File: config.mk
export PLATFORM = sky130hd
export DESIGN_NAME = ivm_mapper
export DESIGN_NICKNAME = d
export VERILOG_FILES = /design/src/design/ivm_pkg.sv /design/src/design/ivm_prio_pick.sv /design/src/design/ivm_mapper.sv
export SDC_FILE = /design/constraint.sdc
export NUM_CORES = 1
export LEC_CHECK = 0
export BUFFER_PORTS_ARGS = -buffer_cell sky130_fd_sc_hd__buf_2
export CORE_ASPECT_RATIO = 2
export CORE_MARGIN = 8
export CORE_UTILIZATION = 64
export DETAILED_ROUTE_END_ITERATION = 6
export GPL_TIMING_DRIVEN = 0
export HOLD_SLACK_MARGIN = 0.03
export PLACE_DENSITY = 0.9
export SYNTH_ARGS = -nofsm -noshare
export SYNTH_HDL_FRONTEND = slang
export SYNTH_SLANG_ARGS = --single-unit
File: constraint.sdc
create_clock -name sys_clk -period 51.4 [get_ports sys_clk]
set_input_delay 10.28 -clock sys_clk [delete_from_list [all_inputs] [get_ports sys_clk]]
set_output_delay 10.28 -clock sys_clk [all_outputs]
set_load 0.02 [all_outputs]
File: src/design/ivm_pkg.sv
/*
 Constants, source table and carrier types for the interrupt vector mapper.
 Assumes a 16-bit register port with 5-bit word addresses and one system clock.
*/
// Behaviour
// - External interrupt zero: vector 8, IRQ 0, entry 0x000014, word0 bit0, prio0 2:0
// - Input capture one: vector 9, IRQ 1, entry 0x000016, word0 bit1, prio0 6:4
// - SPI1 transfer done: vector 18, IRQ 10, entry 0x000028, word0 bit10, prio2 10:8
// - UART1 receive: vector 19, IRQ 11, entry 0x00002A, word0 bit11, prio2 14:12
// - UART1 transmit: vector 20, IRQ 12, entry 0x00002C, word0 bit12, prio3 2:0
// - ADC1 done: vector 21, IRQ 13, entry 0x00002E, word0 bit13, prio3 6:4
// - I2C1 slave: vector 24, IRQ 16, entry 0x000034, word1 bit0, prio4 2:0
// - I2C1 master: vector 25, IRQ 17, entry 0x000036, word1 bit1, prio4 6:4
// - Comparator combined: vector 26, IRQ 18, entry 0x000038, word1 bit2, prio4 10:8
// - Pin change: vector 27, IRQ 19, entry 0x00003A, word1 bit3, prio4 14:12
// - External interrupt one: vector 28, entry 0x00003C, word1 bit4; vectors 29-31 reserved
// - DMA channel two: vector 32, IRQ 24, entry 0x000044, word1 bit8, prio6 2:0
// - External interrupt two: vector 37, IRQ 29, entry 0x00004E, word1 bit13, prio7 6:4
// - UART2 receive: vector 38, IRQ 30, entry 0x000050, word1 bit14, prio7 10:8
// - CAN1 receive ready, CAN variants only: vector 42, IRQ 34, entry 0x000058, word2 bit2
// - I2C2 slave: vector 57, IRQ 49, entry 0x000076, word3 bit1, prio12 6:4
// - PWM special match, motor variants only: vector 65, IRQ 57, entry 0x000086, word3 bit9
// - Sleep stops the clock and halts code until a wake-up condition
// - Idle halts the processor; peripherals keep running and raising requests
// - Sleep or Idle ends on enabled interrupt, watchdog time-out or reset
package ivm_pkg;
   localparam int IVM_NSRC = 17;
   localparam int IVM_PW = 3;
   localparam logic [4:0] IVM_FLAG_BASE = 5'h00;
   localparam logic [4:0] IVM_EN_BASE = 5'h04;
   localparam logic [4:0] IVM_PRIO_BASE = 5'h08;
   localparam logic [4:0] IVM_STAT_ADDR = 5'h17;
   localparam logic [4:0] IVM_LAST_ADDR = 5'h18;
   localparam logic [2:0] IVM_PRIO_RST = 3'h4;
   localparam logic [2:0] IVM_PRIO_OFF = 3'h0;
   localparam int IVM_SRC_CAN = 14;
   localparam int IVM_SRC_PWM = 16;
   // Status word layout
   localparam int IVM_ST_VEC_LSB = 0;
   localparam int IVM_ST_VALID = 7;
   localparam int IVM_ST_MODE_LSB = 8;

   typedef struct packed {
      logic [6:0] vec;
      logic [5:0] irq;
      logic [23:0] entry;
      logic [1:0] word;
      logic [3:0] bitpos;
      logic [3:0] preg;
      logic [3:0] plsb;
   } ivm_src_t;

   localparam ivm_src_t IVM_SRC [IVM_NSRC] = '{
      '{7'h08, 6'h00, 24'h000014, 2'h0, 4'h0, 4'h0, 4'h0},
      '{7'h09, 6'h01, 24'h000016, 2'h0, 4'h1, 4'h0, 4'h4},
      '{7'h12, 6'h0a, 24'h000028, 2'h0, 4'ha, 4'h2, 4'h8},
      '{7'h13, 6'h0b, 24'h00002a, 2'h0, 4'hb, 4'h2, 4'hc},
      '{7'h14, 6'h0c, 24'h00002c, 2'h0, 4'hc, 4'h3, 4'h0},
      '{7'h15, 6'h0d, 24'h00002e, 2'h0, 4'hd, 4'h3, 4'h4},
      '{7'h18, 6'h10, 24'h000034, 2'h1, 4'h0, 4'h4, 4'h0},
      '{7'h19, 6'h11, 24'h000036, 2'h1, 4'h1, 4'h4, 4'h4},
      '{7'h1a, 6'h12, 24'h000038, 2'h1, 4'h2, 4'h4, 4'h8},
      '{7'h1b, 6'h13, 24'h00003a, 2'h1, 4'h3, 4'h4, 4'hc},
      '{7'h1c, 6'h14, 24'h00003c, 2'h1, 4'h4, 4'h5, 4'h0},
      '{7'h20, 6'h18, 24'h000044, 2'h1, 4'h8, 4'h6, 4'h0},
      '{7'h25, 6'h1d, 24'h00004e, 2'h1, 4'hd, 4'h7, 4'h4},
      '{7'h26, 6'h1e, 24'h000050, 2'h1, 4'he, 4'h7, 4'h8},
      '{7'h2a, 6'h22, 24'h000058, 2'h2, 4'h2, 4'h8, 4'h8},
      '{7'h39, 6'h31, 24'h000076, 2'h3, 4'h1, 4'hc, 4'h4},
      '{7'h41, 6'h39, 24'h000086, 2'h3, 4'h9, 4'he, 4'h4}
   };

   typedef struct packed {
      logic [4:0] addr;
      logic [15:0] wdata;
      logic we;
      logic re;
   } ivm_bus_t;

   typedef struct packed {
      logic valid;
      logic [6:0] vec;
      logic [5:0] irq;
      logic [23:0] entry;
      logic [2:0] prio;
   } ivm_vec_t;

   typedef enum logic [1:0] {IVM_RUN, IVM_IDLE, IVM_SLEEP} ivm_pwr_t;
endpackage

File: src/design/ivm_prio_pick.sv
/*
 Priority picker: chooses the pending source with the highest priority.
 Assumes sources are indexed in rising vector order.
*/
`timescale 1ns/10ps
module ivm_prio_pick (
   input wire logic [ivm_pkg::IVM_NSRC-1:0] req, // Pending and enabled sources
   input wire logic [2:0] prio [ivm_pkg::IVM_NSRC], // Programmed priority per source
   output logic found, // Some source pending
   output logic [4:0] idx // Index of the winner
);
   import ivm_pkg::*;

   logic [2:0] best;

   always_comb begin
      found = 1'b0;
      idx = 5'h00;
      best = IVM_PRIO_OFF;
      // Ascending scan with a strict compare keeps the lowest vector on a tie
      for (int i = 0; i < IVM_NSRC; i++) begin
         if (req[i] && (!found || prio[i] > best)) begin
            found = 1'b1;
            idx = 5'(i);
            best = prio[i];
         end
      end
   end
endmodule

File: src/design/ivm_mapper.sv
/*
 Interrupt vector mapper: per-source flag, enable and priority state, vector
 selection for the core, and the Sleep and Idle wake-up logic.
 Assumes single-cycle peripheral request pulses synchronous to sys_clk and a
 register master that never needs wait states.
*/
`timescale 1ns/10ps
module ivm_mapper #(
   parameter bit HAS_CAN = 1'b1, // CAN receive source present
   parameter bit HAS_PWM = 1'b1 // PWM special match source present
) (
   input wire logic sys_clk, // System clock, 125 MHz
   input wire logic nrst, // Asynchronous reset, active low
   input wire ivm_pkg::ivm_bus_t bus, // Register port request
   output logic [15:0] rdata, // Read data, cycle after the read strobe
   input wire logic [ivm_pkg::IVM_NSRC-1:0] src_req, // Peripheral request pulses
   input wire logic pwr_cmd, // Power-save instruction executed
   input wire logic pwr_sleep, // With pwr_cmd: 1 Sleep, 0 Idle
   input wire logic wdt_timeout, // Watchdog time-out pulse
   input wire logic vec_taken, // Core took the presented vector
   output ivm_pkg::ivm_vec_t vec_out, // Vector offered to the core
   output logic cpu_halt, // Processor halted
   output logic clk_stop, // System clocks stopped
   output logic wake // One-cycle wake-up pulse
);
   import ivm_pkg::*;

   logic [IVM_NSRC-1:0] impl;
   logic [IVM_NSRC-1:0] flag;
   logic [IVM_NSRC-1:0] enable;
   logic [2:0] prio [IVM_NSRC];
   logic [IVM_NSRC-1:0] active;
   logic [IVM_NSRC-1:0] pending;
   logic pick_found;
   logic [4:0] pick_idx;
   ivm_pwr_t mode;
   ivm_pwr_t next_mode;
   logic wake_cond;
   logic [6:0] last_vec;
   logic [15:0] next_rdata;

   // Register address match for a word of a group
   function automatic logic hit(input logic [4:0] a, input logic [4:0] base, input logic [3:0] n);
      return a == 5'(base + {1'b0, n});
   endfunction

   // Absent variant sources keep no state; reserved vectors have no entry at all
   always_comb begin
      impl = '1;
      impl[IVM_SRC_CAN] = HAS_CAN;
      impl[IVM_SRC_PWM] = HAS_PWM;
   end

   // Flags: a peripheral pulse in the same cycle as a software clear wins
   always_ff @(posedge sys_clk or negedge nrst) begin
      if (!nrst) begin
         flag <= '0;
      end else begin
         for (int i = 0; i < IVM_NSRC; i++) begin
            if (bus.we && hit(bus.addr, IVM_FLAG_BASE, {2'h0, IVM_SRC[i].word})) begin
               flag[i] <= impl[i] & (bus.wdata[IVM_SRC[i].bitpos] | src_req[i]);
            end else begin
               flag[i] <= impl[i] & (flag[i] | src_req[i]);
            end
         end
      end
   end

   always_ff @(posedge sys_clk or negedge nrst) begin
      if (!nrst) begin
         enable <= '0;
      end else begin
         for (int i = 0; i < IVM_NSRC; i++) begin
            if (bus.we && hit(bus.addr, IVM_EN_BASE, {2'h0, IVM_SRC[i].word})) begin
               enable[i] <= impl[i] & bus.wdata[IVM_SRC[i].bitpos];
            end
         end
      end
   end

   always_ff @(posedge sys_clk or negedge nrst) begin
      if (!nrst) begin
         for (int i = 0; i < IVM_NSRC; i++) begin
            prio[i] <= IVM_PRIO_RST;
         end
      end else begin
         for (int i = 0; i < IVM_NSRC; i++) begin
            if (bus.we && impl[i] && hit(bus.addr, IVM_PRIO_BASE, IVM_SRC[i].preg)) begin
               prio[i] <= bus.wdata[IVM_SRC[i].plsb +: IVM_PW];
            end
         end
      end
   end

   // Priority zero takes a source out of vectoring but it can still wake the core
   always_comb begin
      for (int i = 0; i < IVM_NSRC; i++) begin
         active[i] = flag[i] & enable[i];
         pending[i] = active[i] & (prio[i] != IVM_PRIO_OFF);
      end
   end

   ivm_prio_pick u_pick (
      .req(pending),
      .prio(prio),
      .found(pick_found),
      .idx(pick_idx)
   );

   // Vector is only offered while the core runs; flags keep collecting meanwhile
   always_ff @(posedge sys_clk or negedge nrst) begin
      if (!nrst) begin
         vec_out <= '0;
      end else if (pick_found && mode == IVM_RUN) begin
         vec_out.valid <= 1'b1;
         vec_out.vec <= IVM_SRC[pick_idx].vec;
         vec_out.irq <= IVM_SRC[pick_idx].irq;
         vec_out.entry <= IVM_SRC[pick_idx].entry;
         vec_out.prio <= prio[pick_idx];
      end else begin
         vec_out <= '0;
      end
   end

   always_ff @(posedge sys_clk or negedge nrst) begin
      if (!nrst) begin
         last_vec <= 7'h00;
      end else if (vec_taken && vec_out.valid) begin
         last_vec <= vec_out.vec;
      end
   end

   assign wake_cond = (|active) | wdt_timeout;

   always_comb begin
      next_mode = mode;
      unique case (mode)
         IVM_RUN: begin
            if (pwr_cmd) begin
               next_mode = pwr_sleep ? IVM_SLEEP : IVM_IDLE;
            end
         end
         IVM_IDLE: begin
            if (wake_cond) begin
               next_mode = IVM_RUN;
            end
         end
         IVM_SLEEP: begin
            if (wake_cond) begin
               next_mode = IVM_RUN;
            end
         end
         default: begin
            next_mode = IVM_RUN;
         end
      endcase
   end

   always_ff @(posedge sys_clk or negedge nrst) begin
      if (!nrst) begin
         mode <= IVM_RUN;
      end else begin
         mode <= next_mode;
      end
   end

   always_ff @(posedge sys_clk or negedge nrst) begin
      if (!nrst) begin
         cpu_halt <= 1'b0;
         clk_stop <= 1'b0;
         wake <= 1'b0;
      end else begin
         cpu_halt <= next_mode != IVM_RUN;
         clk_stop <= next_mode == IVM_SLEEP;
         wake <= mode != IVM_RUN && next_mode == IVM_RUN;
      end
   end

   // Read mux; unmapped addresses and unimplemented bits read as zero
   always_comb begin
      next_rdata = 16'h0000;
      for (int i = 0; i < IVM_NSRC; i++) begin
         if (hit(bus.addr, IVM_FLAG_BASE, {2'h0, IVM_SRC[i].word})) begin
            next_rdata[IVM_SRC[i].bitpos] = flag[i];
         end
         if (hit(bus.addr, IVM_EN_BASE, {2'h0, IVM_SRC[i].word})) begin
            next_rdata[IVM_SRC[i].bitpos] = enable[i];
         end
         if (impl[i] && hit(bus.addr, IVM_PRIO_BASE, IVM_SRC[i].preg)) begin
            next_rdata[IVM_SRC[i].plsb +: IVM_PW] = prio[i];
         end
      end
      if (bus.addr == IVM_STAT_ADDR) begin
         next_rdata[IVM_ST_VEC_LSB +: 7] = pick_found ? IVM_SRC[pick_idx].vec : 7'h00;
         next_rdata[IVM_ST_VALID] = pick_found;
         next_rdata[IVM_ST_MODE_LSB +: 2] = mode;
      end
      if (bus.addr == IVM_LAST_ADDR) begin
         next_rdata[IVM_ST_VEC_LSB +: 7] = last_vec;
      end
   end

   // Data stands only in the cycle after the read strobe
   always_ff @(posedge sys_clk or negedge nrst) begin
      if (!nrst) begin
         rdata <= 16'h0000;
      end else if (bus.re) begin
         rdata <= next_rdata;
      end else begin
         rdata <= 16'h0000;
      end
   end
endmodule

# After elaboration in Yosys (flattened, before gate mapping)
# Memories as Yosys holds them, arrays and structs flattened.
# Cells that the tools add are included.
[totals]
n_memories = 1
word_cells = 367
output_inout_bits = 60
inputBits = 46
register_bits = 154
romBits = 1632
[memory_table]
columns = ["name", "words", "width", "read_ports", "rd_ports_with_merged_regs", "wr", "line", "text"]
rows = [
  ["(name not given)", 32, 51, 1, 0, 0, "ivm_mapper.sv:194", "next_rdata[IVM_ST_VEC_LSB +: 7] = pick_found ? IVM_SRC[pick_idx].vec : 7'h00;"],
]
[op_classes]
n_reduce_logical = 93
n_lt_le_gt_ge = 17
mux = 131
n_bitwise = 70
eq_ne = 22
[ops]
columns = ["cell", "count"]
rows = [
  ["3-bit 2-to-1 mux", 39],
  ["51-bit 2-to-1 mux", 2],
  ["1-bit 2-to-1 mux", 69],
  ["3-bit nonzero test", 17],
  ["3-bit greater-than comparator", 16],
  ["41-bit 2-to-1 mux", 1],
  ["1-bit logical AND", 37],
  ["5-bit by 4-bit equality test with 1-bit output, second input constant", 7],
  ["1-bit bitwise OR", 35],
  ["1-bit AND", 34],
  ["4-bit 2-to-1 mux", 8],
  ["5-bit equality test, second input constant", 5],
  ["5-bit by 3-bit equality test with 1-bit output, second input constant", 4],
  ["17-bit OR reduction", 1],
  ["1-bit zero test", 16],
  ["1-bit logical OR", 16],
  ["3-bit binary-select mux with 5-bit select", 1],
  ["15-bit 2-to-1 mux", 1],
  ["7-bit 2-to-1 mux", 2],
  ["5-bit by 2-bit equality test with 1-bit output, second input constant", 2],
  ["10-bit 2-to-1 mux", 1],
  ["2-bit 2-to-1 mux", 5],
  ["6-bit >= comparator, second input constant", 1],
  ["5-bit inverter with 6-bit output", 1],
  ["9 further kinds", 12],
]

# Longest topological paths before layout
[logic_depth]
word_depth = 75
ltp_mapped = 137
mapped_depth_nobuf = 134

# By module
# From an unflattened synthesis, not the netlist that was laid out.
[hier_totals]
hier_cells = 1010
area_unflattened_um2 = 9555.4
[modules_own_cells]
columns = ["module", "cells_per_inst", "area_per_inst_um2", "seq_area_each_um2", "instances"]
rows = [
  ["ivm_mapper", 647, 7089.3, 3249.4, 1],
  ["ivm_prio_pick", 363, 2466.1, 0.0, 1],
]

# Least setup slack after synthesis
# Ideal clock, no wire load.
[synth_path]
kind = "reg-to-reg"
startpoint = "register prio[50] (netlist bit)"
endpoint = "register vec_out[30] (netlist bit)"
t_arrival_ns = 22.353
path_stages_with_launch = 122
path_buffers = 3
required_time_ns = 51.318
synth_period_minus_slack_ns = 22.435
setup_time_ns = 0.082
path_slack_ns = 28.965
path_cell_list = "dfstp_2 -> nand3_1 -> ha_1 -> a211o_1 -> a21bo_4 -> nand2_1 -> mux2_2 -> ha_1 -> nand3_1 -> o21ai_0 -> o22a_1 -> or2_1 -> mux2i_1 -> ha_1 -> nor2b_1 -> o21a_1 -> o21ai_0 -> a21oi_1 -> (+86 left out) -> nand2_1 -> nand2_2 -> mux2_2 -> ha_1 -> a21oi_1 -> a31oi_1 -> o21a_1 -> a21oi_1 -> nand2b_4 -> buf_6 -> clkinv_8 -> buf_6 -> ha_1 -> nand2_1 -> nand2_1 -> nand2_1 -> or2_2 -> a31oi_1"
[synth_via]
elab_chain_len = 72
elab_cells_between_ends = 121
cone_classes = "16 x order compare; 52 x mux; 2 x bitwise; 50 x reduce/logical; 1 x memory"
[synth_rtl]
columns = ["element", "line", "text"]
rows = [
  ["start: declaration", "ivm_mapper.sv:31", "logic [2:0] prio [IVM_NSRC];"],
  ["start signal: indexed assignment", "ivm_mapper.sv:89", "prio[i] <= bus.wdata[IVM_SRC[i].plsb +: IVM_PW];"],
  ["3-bit nonzero test", "ivm_mapper.sv:99", "pending[i] = active[i] & (prio[i] != IVM_PRIO_OFF);"],
  ["1-bit AND", "ivm_mapper.sv:99", ""],
  ["3-bit 2-to-1 mux / 1-bit 2-to-1 mux (equally long branches)", "ivm_prio_pick.sv:22", "if (req[i] && (!found || prio[i] > best)) begin"],
  ["3-bit greater-than comparator / 1-bit zero test (equally long branches)", "ivm_prio_pick.sv:22", ""],
  ["1-bit logical OR", "ivm_prio_pick.sv:22", ""],
  ["1-bit logical AND", "ivm_prio_pick.sv:22", ""],
  ["3-bit 2-to-1 mux / 1-bit 2-to-1 mux (equally long branches)", "ivm_prio_pick.sv:22", ""],
  ["3-bit greater-than comparator / 1-bit zero test (equally long branches)", "ivm_prio_pick.sv:22", ""],
  ["(+55 left out)", "-", ""],
  ["3-bit greater-than comparator / 1-bit zero test (equally long branches)", "ivm_prio_pick.sv:22", ""],
  ["1-bit logical OR", "ivm_prio_pick.sv:22", ""],
  ["1-bit logical AND", "ivm_prio_pick.sv:22", ""],
  ["5-bit 2-to-1 mux", "ivm_prio_pick.sv:22", ""],
  ["5-bit inverter with 6-bit output (not written as such)", "ivm_mapper.sv:117", "vec_out.irq <= IVM_SRC[pick_idx].irq;"],
  ["memory 32 x 51 bit", "-", ""],
  ["51-bit 2-to-1 mux (2 in series)", "-", ""],
  ["41-bit 2-to-1 mux (*)", "ivm_mapper.sv:114", "end else if (pick_found && mode == IVM_RUN) begin"],
  ["end: declaration", "ivm_mapper.sv:21", "output ivm_pkg::ivm_vec_t vec_out,"],
]
# Mark *: on every way between the ends. The rest lies on a longest branch, timed or not. The select of a mux whose other input is x is not followed.
# A chain may end at the register's enable or synchronous reset.

# Final worst setup path
[layout_path]
startpoint = "register prio[49] (netlist bit)"
endpoint = "register rdata[0]"
[layout_via]
elab_chain_len = 75
elab_cells_between_ends = 123
cone_classes = "16 x order compare; 55 x mux; 2 x bitwise; 49 x reduce/logical; 1 x memory"
[layout_rtl]
columns = ["element", "line", "text"]
rows = [
  ["3-bit nonzero test", "ivm_mapper.sv:99", ""],
  ["1-bit AND", "ivm_mapper.sv:99", ""],
  ["3-bit 2-to-1 mux / 1-bit 2-to-1 mux (equally long branches)", "ivm_prio_pick.sv:22", ""],
  ["3-bit greater-than comparator / 1-bit zero test (equally long branches)", "ivm_prio_pick.sv:22", ""],
  ["1-bit logical OR", "ivm_prio_pick.sv:22", ""],
  ["1-bit logical AND", "ivm_prio_pick.sv:22", ""],
  ["3-bit 2-to-1 mux / 1-bit 2-to-1 mux (equally long branches)", "ivm_prio_pick.sv:22", ""],
  ["3-bit greater-than comparator / 1-bit zero test (equally long branches)", "ivm_prio_pick.sv:22", ""],
  ["(+58 left out)", "-", ""],
  ["5-bit 2-to-1 mux", "ivm_prio_pick.sv:22", ""],
  ["5-bit inverter with 6-bit output (not written as such)", "ivm_mapper.sv:194", ""],
  ["memory 32 x 51 bit", "-", ""],
  ["51-bit 2-to-1 mux (not written as such) (2 in series)", "ivm_mapper.sv:194", ""],
  ["7-bit 2-to-1 mux (*)", "ivm_mapper.sv:194", ""],
  ["10-bit 2-to-1 mux (*)", "ivm_mapper.sv:193", "if (bus.addr == IVM_STAT_ADDR) begin"],
  ["7-bit 2-to-1 mux (*)", "ivm_mapper.sv:198", "if (bus.addr == IVM_LAST_ADDR) begin"],
  ["15-bit 2-to-1 mux (*)", "ivm_mapper.sv:207", "end else if (bus.re) begin"],
  ["end signal: assignment", "ivm_mapper.sv:208", "rdata <= next_rdata;"],
  ["end: declaration", "ivm_mapper.sv:15", "output logic [15:0] rdata,"],
]
# Marks and branches as above.

==> impl_metrics.csv <==
group,metric,value,unit
run_status,status,"complete, but fails checks",
run_status,violations,"design-rule violations",
logic_synthesis,syn-cell-area,0.00909,mm²
finish,final_cells,1272,
logic_synthesis,synth_cell_types,88,
routing,drc,5,
global_routing,grt-ovfl-total,0,
timing,final_hold_viol_count,0,
die,num_rows,61,
die,start_util,65.5,%
placement,place.gp.congestion,1.03,
die,die_x,100,µm
cts,cts_tree,"done",
global_routing,grt_pass1_vias,9155,
cts,post_cts_buffers,0,
timing,finalMaxSlewViolations,0,
logic_synthesis,synth_ff_type,"dfrtp_1",
worst_setup_path,crit_path_end_kind,"flop",
routing,antenna_left,0,
worst_setup_path,crit_type,"flop to flop",
power,max-vdd-ir-drop,0.0000433,V
worst_setup_path,cp_slowest_cell,"a2111oi_0",
finish,num_antenna_cells,0,
global_routing,antenna_found_initial,0,
timing,fin_tns_setup,0,ns
finish,utilization,75.2,%
routing,wl_per_cell,27.8,µm
logic_synthesis,yosysMostFrequentCell,"dfrtp_1",
worst_setup_path,crit_required,51.68,ns
finish,nets,1165,
timing,slew_headroom,21.8,%
timing,finalSetupViolations,0,
die,io-pin-count,106,
logic_synthesis,synth_cells,949,
logic_synthesis,synth_common_cells,"dfrtp_1, mux2_2, nand2_1, nor2_1, inv_1",
cts,post_cts_resized,0,
cts,clock-sinks,129,
die,core_area,0.0139,mm²
logic_synthesis,postSynthAreaPerCell,9.58,µm²
cts,holdBufCountCts,0,
timing,fin_crit,27.34,ns
finish,syn_to_final_growth,14.9,%
logic_synthesis,ys_warn_count,0,
global_routing,grt_max_degree,74,
worst_setup_path,cpPeakStageDelay,0.58,ns
timing,setup_ws,24.06,ns
die,die_y,185,µm
routing,drt-vias-per-instance,7.18,
timing,grt_setup_unrepaired,"false",
timing,tightest_slew,1.16,ns
worst_setup_path,path_max_fanout,12,
cts,clk_latency,0.42,ns
logic_synthesis,synth.yosys.seq_area_share,35.7,%
worst_setup_path,crit_top_cell,"ha_1",
placement,place_hpwl,25400,µm
power,powerDensity,79.1,mW/mm²
routing,dr.pass1.iters,7,
cts,clk_pin_slew,0.06,ns
cts,htree_levels,4,
logic_synthesis,yosysTopAreaCellShare,30.8,%
routing,wirelength,35400,µm
logic_synthesis,async_flop_share,100,%
routing,dr_total_vias,9136,
finish,design_area,0.0104,mm²
flow_run,maxCapViolCount,0,
routing,drtIter0Drc,1005,
die,die-area,0.0185,mm²
cts,numCtsBuffers,17,
placement,postPlaceCellArea,0.00984,mm²
cts,clockRootBuffer,"clkbuf_16",
logic_synthesis,ys_ff_latch,129,
logic_synthesis,yosys-top-cells-area,"dfrtp_1, mux2_2, ha_1",
placement,dp.cells,1239,
cts,cts_buffer_depth,2,
worst_setup_path,arrival,27.62,ns
finish,drive_gt1_share,26.1,%
global_routing,track_usage,39.3,%
placement,place_ws,24.65,ns
placement,numPortBuffers,83,
logic_synthesis,synth_top_area_cell,"dfrtp_1",
timing,post-route-period-util,53.2,%
timing,fmax,36.6,MHz
logic_synthesis,synth_edf_count,0,
timing,clock_skew,0.00884,ns
power,leakage,4.81,nW
worst_setup_path,cp-start-kind,"flop",
global_routing,grt_pass1_wl,53400,µm
hold_path,hp-class,"flop to flop",
## where the power goes
group          internal, mW  switching, mW  leakage [nW]
combinational         0.208          0.335          2.96
sequential            0.126         0.0350          1.56
clock                0.0730         0.0500         0.289
## cell usage in the layout (no fill, tap or decap), drive strengths merged, types with 19 or more instances in the layout
master,n
inv,59
dfrtp,112
a211o,19
mux2i,22
nor2,62
and3,22
mux2,87
a21oi,50
buf,115
o21ai,32
a22oi,24
nand2,86
clkbuf,36
a31oi,19
ha,49
nand3,34
## kinds of logic after synthesis
group	after synthesis	share of synthesized area, %
buffers and inverters	100	5.59
AO/OA/AOI/OAI	273	23.0
other	1	0.0412
AND/OR/NAND/NOR	286	15.5
multiplexers	109	13.2
adder cells (fa/ha/maj)	51	6.96
flip-flops	129	35.7
## stage by stage
stage / total power, mW / hold slack [ns]
6_report: 0.826 / 0.522
5_1_grt: 0.881 / 0.549
4_1_cts: 0.808 / 0.521
3_5_place_dp: 0.681 / 0.495
3_3_place_gp: 0.669 / 0.482
2_1_floorplan: 0.527 / 0.474
## per-layer routing
metal / track usage (%) / wire (µm)
met4: 36.2 / 3810
met3: 11.3 / 3780
met2: 66.0 / 17100
met1: 37.7 / 10700
met5: 0 / 0
## state kept, by name, indices dropped and copies added (netlist names)
| register | cells |
|---|---|
| vec_out | 17 |
| mode | 2 |
| clk_stop | 1 |
| cpu_halt | 1 |
| wake | 1 |
| last_vec | 7 |
| flag | 17 |
| rdata | 15 |
| enable | 17 |
| prio | 51 |
## cell type report
| type | instances | area (µm²) |
|---|---|---|
| fillers | 1019 | 3440 |
| plain buffers | 48 | 300 |
| multi-input cells | 737 | 5400 |
| inverters | 52 | 208 |
| flip-flops and latches | 129 | 3250 |
| well taps | 189 | 236 |
| clock buffers | 18 | 429 |
| clock inverters | 14 | 166 |
| repair buffers | 85 | 457 |
## final timing paths
path | start | endpoint | slack [ns] | depth (start not counted)
setup / recovery | prio[49]$_DFFE_PN0P_ | rdata[0]$_DFF_PN0_ | 24.06 | 123
setup reg to reg | prio[49]$_DFFE_PN0P_ | rdata[0]$_DFF_PN0_ | 24.06 | 123
max in group asynchronous | nrst | prio[17]$_DFFE_PN1P_ | 40.81 | 2
min in group asynchronous | nrst | flag[4]$_DFF_PN0_ | 9.81 | 1
hold / removal | vec_out[36]$_DFF_PN0_ | last_vec[3]$_DFFE_PN0P_ | 0.52 | 1
hold reg to reg | vec_out[36]$_DFF_PN0_ | last_vec[3]$_DFFE_PN0P_ | 0.52 | 1
## worst max-delay path: cells and delay by family (launching register included)
| family | cells | cell delay [ns] |
|---|---|---|
| buffers and inverters | 10 | 1.11 |
| adders and majority gates | 18 | 5.19 |
| AOI/OAI and AO/OA | 62 | 14.35 |
| muxes | 6 | 1.67 |
| and+or+nand+nor | 27 | 4.22 |
| DFF | 1 | 0.57 |
Note: power is estimated with default switching activity, not from simulation.
